==> src/verilog/wdg_pkg.sv <==
// package: timing constants and variant encodings for the pin watchdog
package wdg_pkg;
  localparam int unsigned CLK_HZ        = 40000000;
  localparam int unsigned CLK_PERIOD_NS = 25;
  // timeout variants
  localparam logic [1:0] VAR_SHORT  = 2'h0;
  localparam logic [1:0] VAR_MID    = 2'h1;
  localparam logic [1:0] VAR_LONG   = 2'h2;
  localparam logic [1:0] VAR_XLONG  = 2'h3;
  // nominal times in their own units
  localparam int unsigned TMO_SHORT_US  = 3400;
  localparam int unsigned TMO_MID_US    = 6300;
  localparam int unsigned TMO_LONG_MS   = 102;
  localparam int unsigned TMO_XLONG_MS  = 1600;
  localparam int unsigned ACTIVE_MS     = 210;
  localparam int unsigned MIN_PULSE_US  = 10;
  localparam int unsigned VALID_PULSE_US = 1;
  localparam int unsigned GLITCH_NS     = 100;
  // cycle counts (whole clocks per unit, so every time is exact)
  localparam int unsigned TMO_SHORT_CYC = TMO_SHORT_US * (CLK_HZ / 1000000);
  localparam int unsigned TMO_MID_CYC   = TMO_MID_US * (CLK_HZ / 1000000);
  localparam int unsigned TMO_LONG_CYC  = TMO_LONG_MS * (CLK_HZ / 1000);
  localparam int unsigned TMO_XLONG_CYC = TMO_XLONG_MS * (CLK_HZ / 1000);
  localparam int unsigned ACTIVE_CYC    = ACTIVE_MS * (CLK_HZ / 1000);
  localparam int unsigned MIN_PULSE_CYC = MIN_PULSE_US * (CLK_HZ / 1000000);
  // filter: a level must persist one cycle past this to count; stays below the valid width
  localparam int unsigned FILT_CYC =
    (GLITCH_NS + CLK_PERIOD_NS - 1) / CLK_PERIOD_NS;
  localparam int unsigned VALID_CYC = VALID_PULSE_US * (CLK_HZ / 1000000);
  localparam int CNT_W  = 27;
  localparam int FILT_W = 4;
  // output drive styles
  localparam logic DRV_PUSH_PULL  = 1'b0;
  localparam logic DRV_OPEN_DRAIN = 1'b1;
endpackage

==> src/verilog/wdg_top.sv <==
// pin watchdog: filtered kick and enable inputs, timeout counter, alarm output
// Operation
// - four timeout variants, 3.4 ms, 6.3 ms, 102 ms, 1.6 s, chosen by parameter.
// - while enabled, a missing kick within the timeout asserts the low alarm.
// - kick rising edge clears counter while counting; falling edge only in longer variants.
// - every alarm transition clears the counter and starts a new period.
// - a detected enable pulse clears the timeout counter.
// - kick pulses of 1 us count; shorter than 100 ns are rejected.
// - enable pulses of 1 us count; shorter than 100 ns are ignored.
// - static kick makes the alarm toggle repeatedly per variant timing.
// - counting starts once supply good; an uncleared timeout drives alarm low.
// - longer variants hold each alarm for the full active time while enabled, ignoring kicks.
// - shortest variant holds alarm at least 10 us, at most one timeout.
// - alarm is active low, open-drain or push-pull at build time.
// - kick and alarm behaviour only while enable input is low.
// - enable high early after power-up keeps alarm high, then one more timeout.
// - enable high releases alarm, but a started alarm lasts at least 10 us.
`timescale 1ns/1ps
module wdg_top #(
  parameter logic [1:0]  VARIANT       = wdg_pkg::VAR_SHORT,
  parameter logic        DRIVE         = wdg_pkg::DRV_PUSH_PULL,
  parameter int unsigned TIMEOUT_CYC   = (VARIANT == wdg_pkg::VAR_SHORT) ?
                                         wdg_pkg::TMO_SHORT_CYC :
                                         (VARIANT == wdg_pkg::VAR_MID) ?
                                         wdg_pkg::TMO_MID_CYC :
                                         (VARIANT == wdg_pkg::VAR_LONG) ?
                                         wdg_pkg::TMO_LONG_CYC :
                                         wdg_pkg::TMO_XLONG_CYC,
  parameter int unsigned ACTIVE_CYC    = wdg_pkg::ACTIVE_CYC,
  parameter int unsigned MIN_PULSE_CYC = wdg_pkg::MIN_PULSE_CYC
) (
  input  wire logic clock,
  input  wire logic rst_n,
  input  wire logic supply_good,
  input  wire logic kick_input,
  input  wire logic enable_n,
  output logic      alarm_output_n,
  output logic      alarm_oe
);

  localparam logic [wdg_pkg::CNT_W-1:0] TMO_LAST =
    wdg_pkg::CNT_W'(TIMEOUT_CYC - 1);
  localparam logic [wdg_pkg::CNT_W-1:0] ACT_LAST =
    wdg_pkg::CNT_W'(ACTIVE_CYC - 1);
  localparam logic [wdg_pkg::CNT_W-1:0] MIN_LAST =
    wdg_pkg::CNT_W'(MIN_PULSE_CYC - 1);
  localparam logic [wdg_pkg::FILT_W-1:0] FILT_LAST =
    wdg_pkg::FILT_W'(wdg_pkg::FILT_CYC);
  localparam logic SHORT_VAR = (VARIANT == wdg_pkg::VAR_SHORT);

  // one-hot supervisor states
  typedef enum logic [3:0] {
    ST_OFF   = 4'h1,
    ST_COUNT = 4'h2,
    ST_ALARM = 4'h4,
    ST_HOLD  = 4'h8
  } wdg_state_t;

  // three-stage synchronisers
  logic [2:0] kick_sync_r;
  logic [2:0] en_sync_r;
  logic [2:0] pg_sync_r;
  always_ff @(posedge clock or negedge rst_n) begin
    if (!rst_n) begin
      kick_sync_r <= 3'h0;
      en_sync_r   <= 3'h0;
      pg_sync_r   <= 3'h0;
    end else begin
      kick_sync_r <= {kick_sync_r[1:0], kick_input};
      en_sync_r   <= {en_sync_r[1:0], enable_n};
      pg_sync_r   <= {pg_sync_r[1:0], supply_good};
    end
  end

  wire kick_agree = (kick_sync_r[2] == kick_sync_r[1]);
  wire en_agree   = (en_sync_r[2] == en_sync_r[1]);

  // glitch filters: new level accepted after it persists past the glitch time
  logic                      kick_f_r;
  logic                      en_f_r;
  logic [wdg_pkg::FILT_W-1:0] kick_cnt_r;
  logic [wdg_pkg::FILT_W-1:0] en_cnt_r;
  wire kick_diff = kick_agree && (kick_sync_r[2] != kick_f_r);
  wire en_diff   = en_agree && (en_sync_r[2] != en_f_r);
  wire kick_take = kick_diff && (kick_cnt_r == FILT_LAST);
  wire en_take   = en_diff && (en_cnt_r == FILT_LAST);
  wire [wdg_pkg::FILT_W-1:0] kick_cnt_nxt =
    kick_diff ? (kick_take ? '0 : kick_cnt_r + 1'b1) : '0;
  wire [wdg_pkg::FILT_W-1:0] en_cnt_nxt =
    en_diff ? (en_take ? '0 : en_cnt_r + 1'b1) : '0;
  always_ff @(posedge clock or negedge rst_n) begin
    if (!rst_n) begin
      kick_f_r   <= 1'b0;
      en_f_r     <= 1'b0;
      kick_cnt_r <= '0;
      en_cnt_r   <= '0;
    end else begin
      kick_cnt_r <= kick_cnt_nxt;
      en_cnt_r   <= en_cnt_nxt;
      if (kick_take) begin
        kick_f_r <= ~kick_f_r;
      end
      if (en_take) begin
        en_f_r <= ~en_f_r;
      end
    end
  end

  wire kick_rise = kick_take && !kick_f_r;
  wire kick_fall = kick_take && kick_f_r;
  wire kick_clr  = kick_rise || (kick_fall && !SHORT_VAR);
  wire en_fall   = en_take && en_f_r; // end of a high enable pulse
  wire enabled   = !en_f_r;

  // supply good counts once the last two synchroniser stages agree
  logic powered_r;
  wire  pg_agree = (pg_sync_r[2] == pg_sync_r[1]);
  always_ff @(posedge clock or negedge rst_n) begin
    if (!rst_n) begin
      powered_r <= 1'b0;
    end else if (pg_agree) begin
      powered_r <= pg_sync_r[2];
    end
  end
  wire powered   = powered_r;

  // supervisor state, timeout counter and alarm flag
  wdg_state_t                 state_r;
  wdg_state_t                 state_nxt;
  logic [wdg_pkg::CNT_W-1:0]  cnt_r;
  logic [wdg_pkg::CNT_W-1:0]  cnt_nxt;
  logic                       alarm_r;
  logic                       alarm_nxt;

  wire tmo_hit = (cnt_r == TMO_LAST);
  wire act_hit = (cnt_r == ACT_LAST);
  wire min_met = (cnt_r >= MIN_LAST);
  wire [wdg_pkg::CNT_W-1:0] cnt_inc = cnt_r + 1'b1;

  // alarm end conditions per variant
  wire short_end = SHORT_VAR && ((kick_clr && min_met) || tmo_hit);
  wire long_end  = !SHORT_VAR && act_hit;

  always_comb begin
    state_nxt = state_r;
    cnt_nxt   = cnt_inc;
    alarm_nxt = alarm_r;
    case (state_r)
      ST_OFF: begin
        cnt_nxt = '0;
        if (powered && enabled) begin
          state_nxt = ST_COUNT;
        end
      end
      ST_COUNT: begin
        if (!powered) begin
          state_nxt = ST_OFF;
        end else if (!enabled) begin
          cnt_nxt = '0; // held high, a full period follows the enable drop
        end else if (kick_clr || en_fall) begin
          cnt_nxt = '0;
        end else if (tmo_hit) begin
          state_nxt = ST_ALARM;
          alarm_nxt = 1'b1;
          cnt_nxt   = '0;
        end
      end
      ST_ALARM: begin
        if (!enabled) begin
          state_nxt = ST_HOLD;
        end else if (SHORT_VAR) begin
          if (short_end) begin
            state_nxt = ST_COUNT;
            alarm_nxt = 1'b0;
            cnt_nxt   = '0;
          end
        end else if (long_end) begin
          state_nxt = ST_COUNT; // kicks ignored until the active time ends
          alarm_nxt = 1'b0;
          cnt_nxt   = '0;
        end
      end
      ST_HOLD: begin
        if (min_met) begin
          state_nxt = ST_COUNT;
          alarm_nxt = 1'b0;
          cnt_nxt   = '0;
        end
      end
      default: begin
        state_nxt = ST_OFF;
        cnt_nxt   = '0;
        alarm_nxt = 1'b0;
      end
    endcase
  end

  // state registers
  always_ff @(posedge clock or negedge rst_n) begin
    if (!rst_n) begin
      state_r <= ST_OFF;
      cnt_r   <= '0;
      alarm_r <= 1'b0;
    end else begin
      state_r <= state_nxt;
      cnt_r   <= cnt_nxt;
      alarm_r <= alarm_nxt;
    end
  end

  // open-drain drives only low; push-pull always drives
  wire od_mode    = (DRIVE == wdg_pkg::DRV_OPEN_DRAIN);
  wire pp_level_n = ~alarm_r;
  assign alarm_output_n = od_mode ? 1'b0 : pp_level_n;
  assign alarm_oe       = od_mode ? alarm_r : 1'b1;

endmodule // wdg_top

==> config.mk <==
export PLATFORM = sky130hd
export DESIGN_NAME = wdg_top
export DESIGN_NICKNAME = d
export VERILOG_FILES = /design/src/verilog/wdg_pkg.sv /design/src/verilog/wdg_top.sv
export SDC_FILE = /design/constraint.sdc
export NUM_CORES = 1
export LEC_CHECK = 0
export BUFFER_PORTS_ARGS = -buffer_cell sky130_fd_sc_hd__buf_2
export CAP_MARGIN = 10
export CORE_AREA = 2 2 84 86
export CTS_BUF_LIST = sky130_fd_sc_hd__clkbuf_8
export DETAILED_ROUTE_END_ITERATION = 8
export DIE_AREA = 0 0 86 88
export MAX_ROUTING_LAYER = met4
export PLACE_DENSITY_LB_ADDON = 0.2
export SYNTH_ARGS = -nofsm -noshare
export SYNTH_HDL_FRONTEND = slang
export SYNTH_SLANG_ARGS = --single-unit
==> constraint.sdc <==
create_clock -name clock -period 3.5 [get_ports clock]
set_input_delay 0.7 -clock clock [delete_from_list [all_inputs] [get_ports clock]]
set_output_delay 0.7 -clock clock [all_outputs]
set_load 0.05 [all_outputs]
==> results.cfg, run 1 <==
[run_status]
status = completed

[sta]
maxSlewViolCount = 0
max_freq_mhz = 388
setup_slack_ns = 0.924
min_period_ns = 2.58
skew_ns = 0.00761
finalSetupViolCount = 0
holdWs_ns = 0.351
rsz0062_at_grt = false
setup-tns-final_ns = 0
relSlewSlack_pct = 47.3
period_share_pct = 73.6
tightest_slew_ns = 0.790
hold_viol = 0

[floorplan]
die_h_um = 88
die_x_um = 86
fp-row-count = 30
core_um2 = 6640
start_util_pct = 38.9
die-area_um2 = 7570
io_pins = 7

[clock_tree]
cts_tree = done
post_cts_buffers = 0
path_clk_slew_ns = 0.09
cts_hold_buf = 0
cts_root_buf = clkbuf_8
worstSkewPairLatency_ns = 0.31
cts_max_level = 2
cts_buffers = 5
clock-sinks = 52
cts-resized-gates = 0
clockBufferDepth = 2

[yosys]
synth.mux.area_fraction_pct = 0
ys.flop_type = dfrtp_1
synth-seq-cells = 52
avgSynthCellArea_um2 = 9.83
synthTopCellsByCount = dfrtp_1 (51), a21oi_1 (31), nand2_1 (28)
yosysTopAreaCell = dfrtp_1
synthAdderAreaFrac_pct = 2.81
yosysTopAreaCellShare_pct = 49.3
yosysMostFrequentCell = dfrtp_1
synth-edff-count = 0
synth-simple-area-share_pct = 20.9
syn_inst = 263
synth_compound_area_share_pct = 11.9
ys_seq_area_share_pct = 50.4
synthXorXnorAreaFrac_pct = 9.82
synth_warnings = 0
synth.distinct_cells = 46
synth_area_leaders = dfrtp_1 (49%), a21oi_1 (6.0%), xor2_1 (5.8%)
synth_top_family_by_area = simple AND/OR/NAND/NOR gates
syn_area_um2 = 2590
synthArstFlopShare_pct = 100
syn_nets = 273

[layout]
drive_above_1_share_pct = 7.41
antenna_cells = 0
area_growth_syn_to_layout_pct = 6.63
finalNetCount = 279

[routing]
wl_um = 4770
vias = 1848
drt_iter0_drc = 111
viasPerCell = 5.28
postRouteAntennaNets = 0
firstDrtPassIters = 4
wl_per_cell_um = 13.6
drc = 0

[placed_design]
hpwl_um = 3280
gp_congestion = 0.818
dp_worst_setup_slack_ns = 0.946
port_buffers = 5

[worst_setup_path]
required_ns = 3.69
critPathCaptureType = flip-flop
r2r_start = cnt_r[0]$_DFF_PN0_
path_class = reg2reg
worst_r2r_path_depth = 8
cp-start-kind = flip-flop
cp_max_fo = 15
arrival_ns = 2.76
worstSetupStartpoint = cnt_r[0]$_DFF_PN0_

[pwr]
ir_worst_vdd_mv = 0.262
power_density_nw_per_um2 = 384
p_leak_uw = 0.00111
total_power_uw = 1060

[global_routing]
antenna_found_initial = 0
grt_pass1_vias = 1827
grt_start_max_net_pins = 38
grtUsageTotal_pct = 15.0
grt_pass1_wl_um = 8690
grt_overflow_total = 0

[job]
cap_violations = 0

[min_path]
min_from = kick_sync_r[0]$_DFF_PN0_
min_path_cells = 0
hold_class = reg2reg
## worst paths after layout
| check | end | slack [ns] |
|---|---|---|
| worst min-delay path | kick_sync_r[1]$_DFF_PN0_ | 0.35 |
| worst min register to register | kick_sync_r[1]$_DFF_PN0_ | 0.35 |
| worst max-delay path | cnt_r[8]$_DFF_PN0_ | 0.92 |
| min in group asynchronous | en_cnt_r[1]$_DFF_PN0_ | 0.46 |
| max in group asynchronous | cnt_r[26]$_DFF_PN0_ | 2.31 |
| worst max register to register | cnt_r[8]$_DFF_PN0_ | 0.92 |
## placed cells by master (no fill, tap or decap), types with 2 or more instances in the layout
cell / count
buf_4: 3
nor3_1: 10
nor2_1: 18
xor2_1: 17
and2_1: 2
and3_1: 5
nand3b_1: 3
nand2_1: 28
nand2b_1: 2
dfrtp_1: 51
o21ai_0: 9
nor3b_1: 2
clkbuf_8: 6
nand3_1: 16
buf_2: 5
inv_1: 10
nor2b_1: 5
ha_1: 5
a21oi_1: 31
nand4_1: 2
xnor2_1: 12
a31oi_1: 2
and3b_1: 2
nor4_1: 3
## cells by family after synthesis
kind of cell / Yosys count
other: 1
adder cells (fa/ha/maj): 6
AO/OA/AOI/OAI: 53
XOR/XNOR: 29
flip-flops: 52
buffers and inverters: 18
AND/OR/NAND/NOR: 104
## report_power, final
group	switching, µW	internal, µW
clock network	196	158
logic	42.6	27.7
registers	19.1	615
total	258	801
## critical path, cell delays in order (launching register included)
cell and delay [ns]:
dfrtp_1 0.42, ha_1 0.24, nand3_2 0.13, or4_4 0.56, nor3_4 0.24, o31ai_1 0.09, nand3_1 0.38, buf_4 0.30
a21oi_1 0.09
## area by class of cell
| type | count | area, µm² |
|---|---|---|
| fillers | 628 | 3890 |
| flip-flops and latches | 52 | 1300 |
| multi-input cells | 193 | 1180 |
| well taps | 80 | 100 |
| clock buffers | 6 | 82.6 |
| repair buffers | 8 | 47.5 |
| inverters | 9 | 33.8 |
| clock inverters | 2 | 11.3 |
## sequential cells by signal (all words and copies together) (netlist names)
register / cells
alarm_r: 1
powered: 1
kick_f_r: 1
en_f_r: 1
kick_sync_r: 3
state_r: 4
en_sync_r: 3
en_cnt_r: 4
cnt_r: 27
kick_cnt_r: 4
pg_sync_r: 3
## metal layers
layer	vias to the layer above	GRT usage (%)	wire length, µm
met5	-	-	0
li1	918	-	-
met3	6	2.26	186
met2	36	21.6	2150
met1	888	21.2	2340
met4	0	6.35	81
## stage by stage
step | area, µm² | std cells | util (%)
2_1_floorplan | 2590 | 263 | -
3_3_place_gp | 2660 | 342 | 40.1
3_5_place_dp | 2660 | 342 | 40.1
4_1_cts | 2760 | 350 | 41.5
5_1_grt | 2760 | 350 | 41.5
6_report | 2760 | 350 | 41.5
(Power assumes the default switching activity.)
==> inputs of run 2 (changes only) <==
==> constraint.sdc (replaced) <==
create_clock -name clock -period 2.2 [get_ports clock]
set_input_delay 0.44 -clock clock [delete_from_list [all_inputs] [get_ports clock]]
set_output_delay 0.44 -clock clock [all_outputs]
set_load 0.05 [all_outputs]
==> run 2 against run 1 <==
First-iteration DRC count grew 23%; utilization grew 3.1 points; wire length rose by 3.0%; power rose by 72%; cell area increased by 7.4%; critical endpoint is now cnt_r[1]$_DFF_PN0_; largest cell class unchanged; largest power group unchanged.
==> results.cfg, run 2 (synthesized netlist as in run 1, its figures left out) <==
[worst_setup_path]
cpMostUsedCell = nand3_2
critPathSlowestCell = or4_4
cp_slowest_stage_delay_ns = 0.54
path_class = reg2reg
arrival_ns = 2.29
cp_max_fo = 14
r2r_start = cnt_r[0]$_DFF_PN0_
r2r_slack_ns = 0.10
worst-path-buf-inv = 2
crit_chain = ha_4 > nand3_2 > or4_4 > nor3_4 > buf_4 > o31ai_1 > nand3_2 > buf_12 > a21boi_0
critPathCaptureType = flip-flop
cp-start-kind = flip-flop
crit_family = simple AND/OR/NAND/NOR gates
required_ns = 2.39
worstSetupStartpoint = cnt_r[0]$_DFF_PN0_

[clock_tree]
path_clk_slew_ns = 0.10
worstSkewPairLatency_ns = 0.31
clockBufferDepth = 2
clock-sinks = 52
cts_buffers = 5
cts_hold_buf = 0
cts_root_buf = clkbuf_8
cts-resized-gates = 0
cts_max_level = 2
cts_tree = done
post_cts_buffers = 0

[floorplan]
io_pins = 7
core_um2 = 6640
start_util_pct = 38.9
fp-row-count = 30
die_h_um = 88
die-area_um2 = 7570
die_x_um = 86

[routing]
wl_um = 4910
wl_per_cell_um = 13.5
firstDrtPassIters = 4
drt_iter0_drc = 136
viasPerCell = 5.20
vias = 1886
drc = 0
postRouteAntennaNets = 0

[layout]
ff_latch_area_um2 = 1300
regMostFlops = cnt_r
finalNetCount = 292
drive_above_1_share_pct = 14.1
final_common_cell = dfrtp_1
multi_input_area_um2 = 1220
largest_reg_flops = 27
final_cell_mix = dfrtp_1 (51), a21oi_1 (31), nand2_1 (28)
area_growth_syn_to_layout_pct = 14.5
antenna_cells = 0
final_area_um2 = 2960
fillerInstances = 622

[min_path]
hold_class = in2async

[sta]
hold_viol = 0
min_period_ns = 2.10
finalSetupViolCount = 0
maxSlewViolCount = 0
rsz0062_at_grt = true
skew_ns = 0.00801
period_share_pct = 95.4
holdWs_ns = 0.0512
max_freq_mhz = 476
setup_slack_ns = 0.100
setup-tns-final_ns = 0

[placed_design]
dp_worst_setup_slack_ns = 0.0582
port_buffers = 5
placed_area_um2 = 2780
gp_congestion = 0.756
hpwl_um = 3360

[global_routing]
grtUsageTotal_pct = 14.7
grt_pass1_vias = 1816
grt_start_max_net_pins = 28
grt_pass1_wl_um = 8520
grt_overflow_total = 0
antenna_found_initial = 0

[run_status]
status = completed

[job]
cap_violations = 0

[pwr]
ir_worst_vdd_mv = 0.338
power_density_nw_per_um2 = 615
p_leak_uw = 0.00121
total_power_uw = 1820
-- run 2: metrics by stage --
stage	instances	utilization [%]
floorplan	263	-
global placement	354	41.8
detailed placement	354	41.8
CTS	362	43.6
global route	363	44.6
finish	363	44.6
-- run 2: final timing paths --
| path | endpoint | depth (start not counted) |
|---|---|---|
| worst max-delay path | cnt_r[1]$_DFF_PN0_ | 9 |
| worst min-delay path | kick_sync_r[2]$_DFF_PN0_ | 1 |
| worst max register to register | cnt_r[1]$_DFF_PN0_ | 9 |
| worst min register to register | pg_sync_r[1]$_DFF_PN0_ | 0 |
| max in group asynchronous | state_r[0]$_DFFE_PN1P_ | 2 |
| min in group clock | en_sync_r[0]$_DFF_PN0_ | 1 |
-- run 2: final cells by class --
class | count | share of cell area, %
Clock inverter | 3 | 1.69
Clock buffer | 5 | 2.32
Inverter | 9 | 1.14
Multi-Input combinational cell | 193 | 41.1
Tap cell | 80 | 3.38
Timing Repair Buffer | 21 | 6.34
Sequential cell | 52 | 44.0
-- run 2: worst register-to-register path, delay by kind of cell, from the launching register on --
kind | cells | cell delay [ns]
buffers and inverters | 2 | 0.30
DFF | 1 | 0.40
and+or+nand+nor | 4 | 0.95
AOI/OAI and AO/OA | 2 | 0.17
adders and majority gates | 1 | 0.16
-- run 2: routing by layer --
layer	up-vias	routed length, µm	global-route usage, %
li1	945	-	-
met1	907	2520	20.2
met2	26	2170	21.6
met3	8	127	2.83
met4	0	87	5.77
met5	-	0	-
-- run 2: power by group --
group	total, µW	switching (µW)	internal [µW]
Sequential	1010	29.3	979
Combinational	127	75.7	51.0
Clock	686	335	351
Total	1820	440	1380
==> inputs of run 3 (changes only) <==
--- a/config.mk
+++ b/config.mk
@@ -7,12 +7,13 @@
 export LEC_CHECK = 0
 export BUFFER_PORTS_ARGS = -buffer_cell sky130_fd_sc_hd__buf_2
 export CAP_MARGIN = 10
-export CORE_AREA = 2 2 84 86
+export CORE_AREA = 2 2 79 81
 export CTS_BUF_LIST = sky130_fd_sc_hd__clkbuf_8
 export DETAILED_ROUTE_END_ITERATION = 8
-export DIE_AREA = 0 0 86 88
+export DIE_AREA = 0 0 81 83
 export MAX_ROUTING_LAYER = met4
 export PLACE_DENSITY_LB_ADDON = 0.2
+export SKIP_LAST_GASP = 1
 export SYNTH_ARGS = -nofsm -noshare
 export SYNTH_HDL_FRONTEND = slang
 export SYNTH_SLANG_ARGS = --single-unit
==> run 3 against run 2 <==
Sequential share of layout area decreased by 0.84 points; critical path type unchanged; largest power group unchanged; largest cell class unchanged; power decreased by 1.1%; global-route usage increased by 1.1 points; critical endpoint is now alarm_r$_DFFE_PN0P_.
==> results.cfg, run 3 (synthesized netlist as in run 1, its figures left out) <==
[clock_tree]
cts_tree = done
cts_buffers = 5
path_clk_slew_ns = 0.10
cts_root_buf = clkbuf_8
clockBufferDepth = 2
clock-sinks = 52
cts_max_level = 2
worstSkewPairLatency_ns = 0.31

[worst_setup_path]
worstSetupStartpoint = cnt_r[6]$_DFF_PN0_
critPathCaptureType = flip-flop
path_class = reg2reg
setup.worst_path.end = alarm_r$_DFFE_PN0P_
r2r_start = cnt_r[6]$_DFF_PN0_
cp_max_fo = 11
required_ns = 2.40
arrival_ns = 2.27
r2r_end = alarm_r$_DFFE_PN0P_
cp-start-kind = flip-flop
r2r_slack_ns = 0.13
worst_r2r_path_depth = 7

[layout]
regMostFlops = cnt_r
final_common_cell = dfrtp_1
final_area_um2 = 3020
drive_above_1_share_pct = 15.4
final_cell_mix = dfrtp_1 (51), a21oi_1 (31), nand2_1 (27)
largest_reg_flops = 27
finalNetCount = 295
fillerInstances = 564
antenna_cells = 0
area_growth_syn_to_layout_pct = 16.7

[routing]
drc = 0
postRouteAntennaNets = 0
firstDrtPassIters = 4
drt_iter0_drc = 145
vias = 1853
wl_per_cell_um = 13.5
wl_um = 4880
viasPerCell = 5.13

[floorplan]
fp-row-count = 28
start_util_pct = 44.5
die_x_um = 81
die-area_um2 = 6720
core_um2 = 5820
io_pins = 7
die_h_um = 83

[placed_design]
port_buffers = 5
dp_worst_setup_slack_ns = 0.0477
hpwl_um = 3200
gp_congestion = 0.820
placed_area_um2 = 2790

[global_routing]
grt_pass1_wl_um = 8220
grt_start_max_net_pins = 53
grt_pass1_vias = 1751
grt_overflow_total = 0
grtUsageTotal_pct = 15.9
antenna_found_initial = 0

[run_status]
status = completed

[pwr]
seqPwrFrac_pct = 55.9
power_density_nw_per_um2 = 597
p_leak_uw = 0.00124
p_clk_share_pct = 37.6
ir_worst_vdd_mv = 0.484
p_int_uw = 1400
p_sw_uw = 404
combPwrFrac_pct = 6.4
p_sw_share_pct = 22.4

[sta]
finalSetupViolCount = 0
maxSlewViolCount = 0
skew_ns = 0.0130
period_share_pct = 94.2
max_freq_mhz = 483
setup_slack_ns = 0.128
hold_viol = 0
min_period_ns = 2.07

[job]
cap_violations = 0

[min_path]
hold_class = in2async
==> run 3: final cells by class <==
type	count	area [µm²]	area share (%)
Clock inverter	2	38.8	1.29
Timing Repair Buffer	24	248	8.21
Inverter	9	33.8	1.12
Multi-Input combinational cell	193	1220	40.4
Tap cell	75	93.8	3.11
Sequential cell	52	1300	43.2
Clock buffer	6	82.6	2.74
==> run 3: worst min path at each step <==
stage / from / to / slack (ns) / depth (start not counted)
2_1_floorplan: rst_n / alarm_r$_DFFE_PN0P_ / 0.14 / 0
3_3_place_gp: en_sync_r[0]$_DFF_PN0_ / en_sync_r[1]$_DFF_PN0_ / 0.33 / 0
3_5_place_dp: en_sync_r[0]$_DFF_PN0_ / en_sync_r[1]$_DFF_PN0_ / 0.34 / 0
4_1_cts: rst_n / alarm_r$_DFFE_PN0P_ / 0.11 / 2
5_1_grt: rst_n / kick_sync_r[0]$_DFF_PN0_ / 0.13 / 2
6_report: rst_n / en_cnt_r[0]$_DFF_PN0_ / 0.11 / 2
==> run 3: power by group through the flow <==
stage	clock [µW]	sequential (µW)	combinational, µW
final	678	1010	116
after CTS	706	1010	117
after global routing	744	1010	133
after global placement	0	1030	114
after detailed placement	0	1030	116
after floorplan	0	1020	76.9
==> run 3: routing by layer <==
| metal | share of wire [%] | routed length (µm) | track usage (%) |
|---|---|---|---|
| met5 | 0 | 0 | - |
| met4 | 1.5 | 74 | 6.01 |
| met3 | 2.3 | 112 | 3.04 |
| met2 | 44 | 2160 | 20.1 |
| met1 | 52 | 2530 | 24.9 |
==> run 3: stage by stage <==
step / setup TNS, ns / utilization [%] / instances / hold WS, ns / power [µW]
6_report: 0 / 51.9 / 361 / 0.107 / 1800
2_1_floorplan: 0 / - / 263 / 0.144 / 1100
5_1_grt: -0.174 / 51.9 / 361 / 0.125 / 1890
3_5_place_dp: 0 / 47.9 / 349 / 0.336 / 1140
3_3_place_gp: 0 / 47.9 / 349 / 0.331 / 1140
4_1_cts: 0 / 50.0 / 357 / 0.114 / 1830
==> run 3: worst max-delay path, cell delays in order, from the launching register on <==
cell,delay [ns]
dfrtp_1,0.42
nand4bb_1,0.20
or4_4,0.55
nor3_4,0.12
nand3b_1,0.14
and3b_2,0.28
clkbuf_16,0.19
a21oi_1,0.06
==> run 3: timing repair <==
item	in CTS	in global routing
setup buffers	0	2
hold buffers	0	0
resized for setup	0	10
endpoints found under the setup margin	0	29
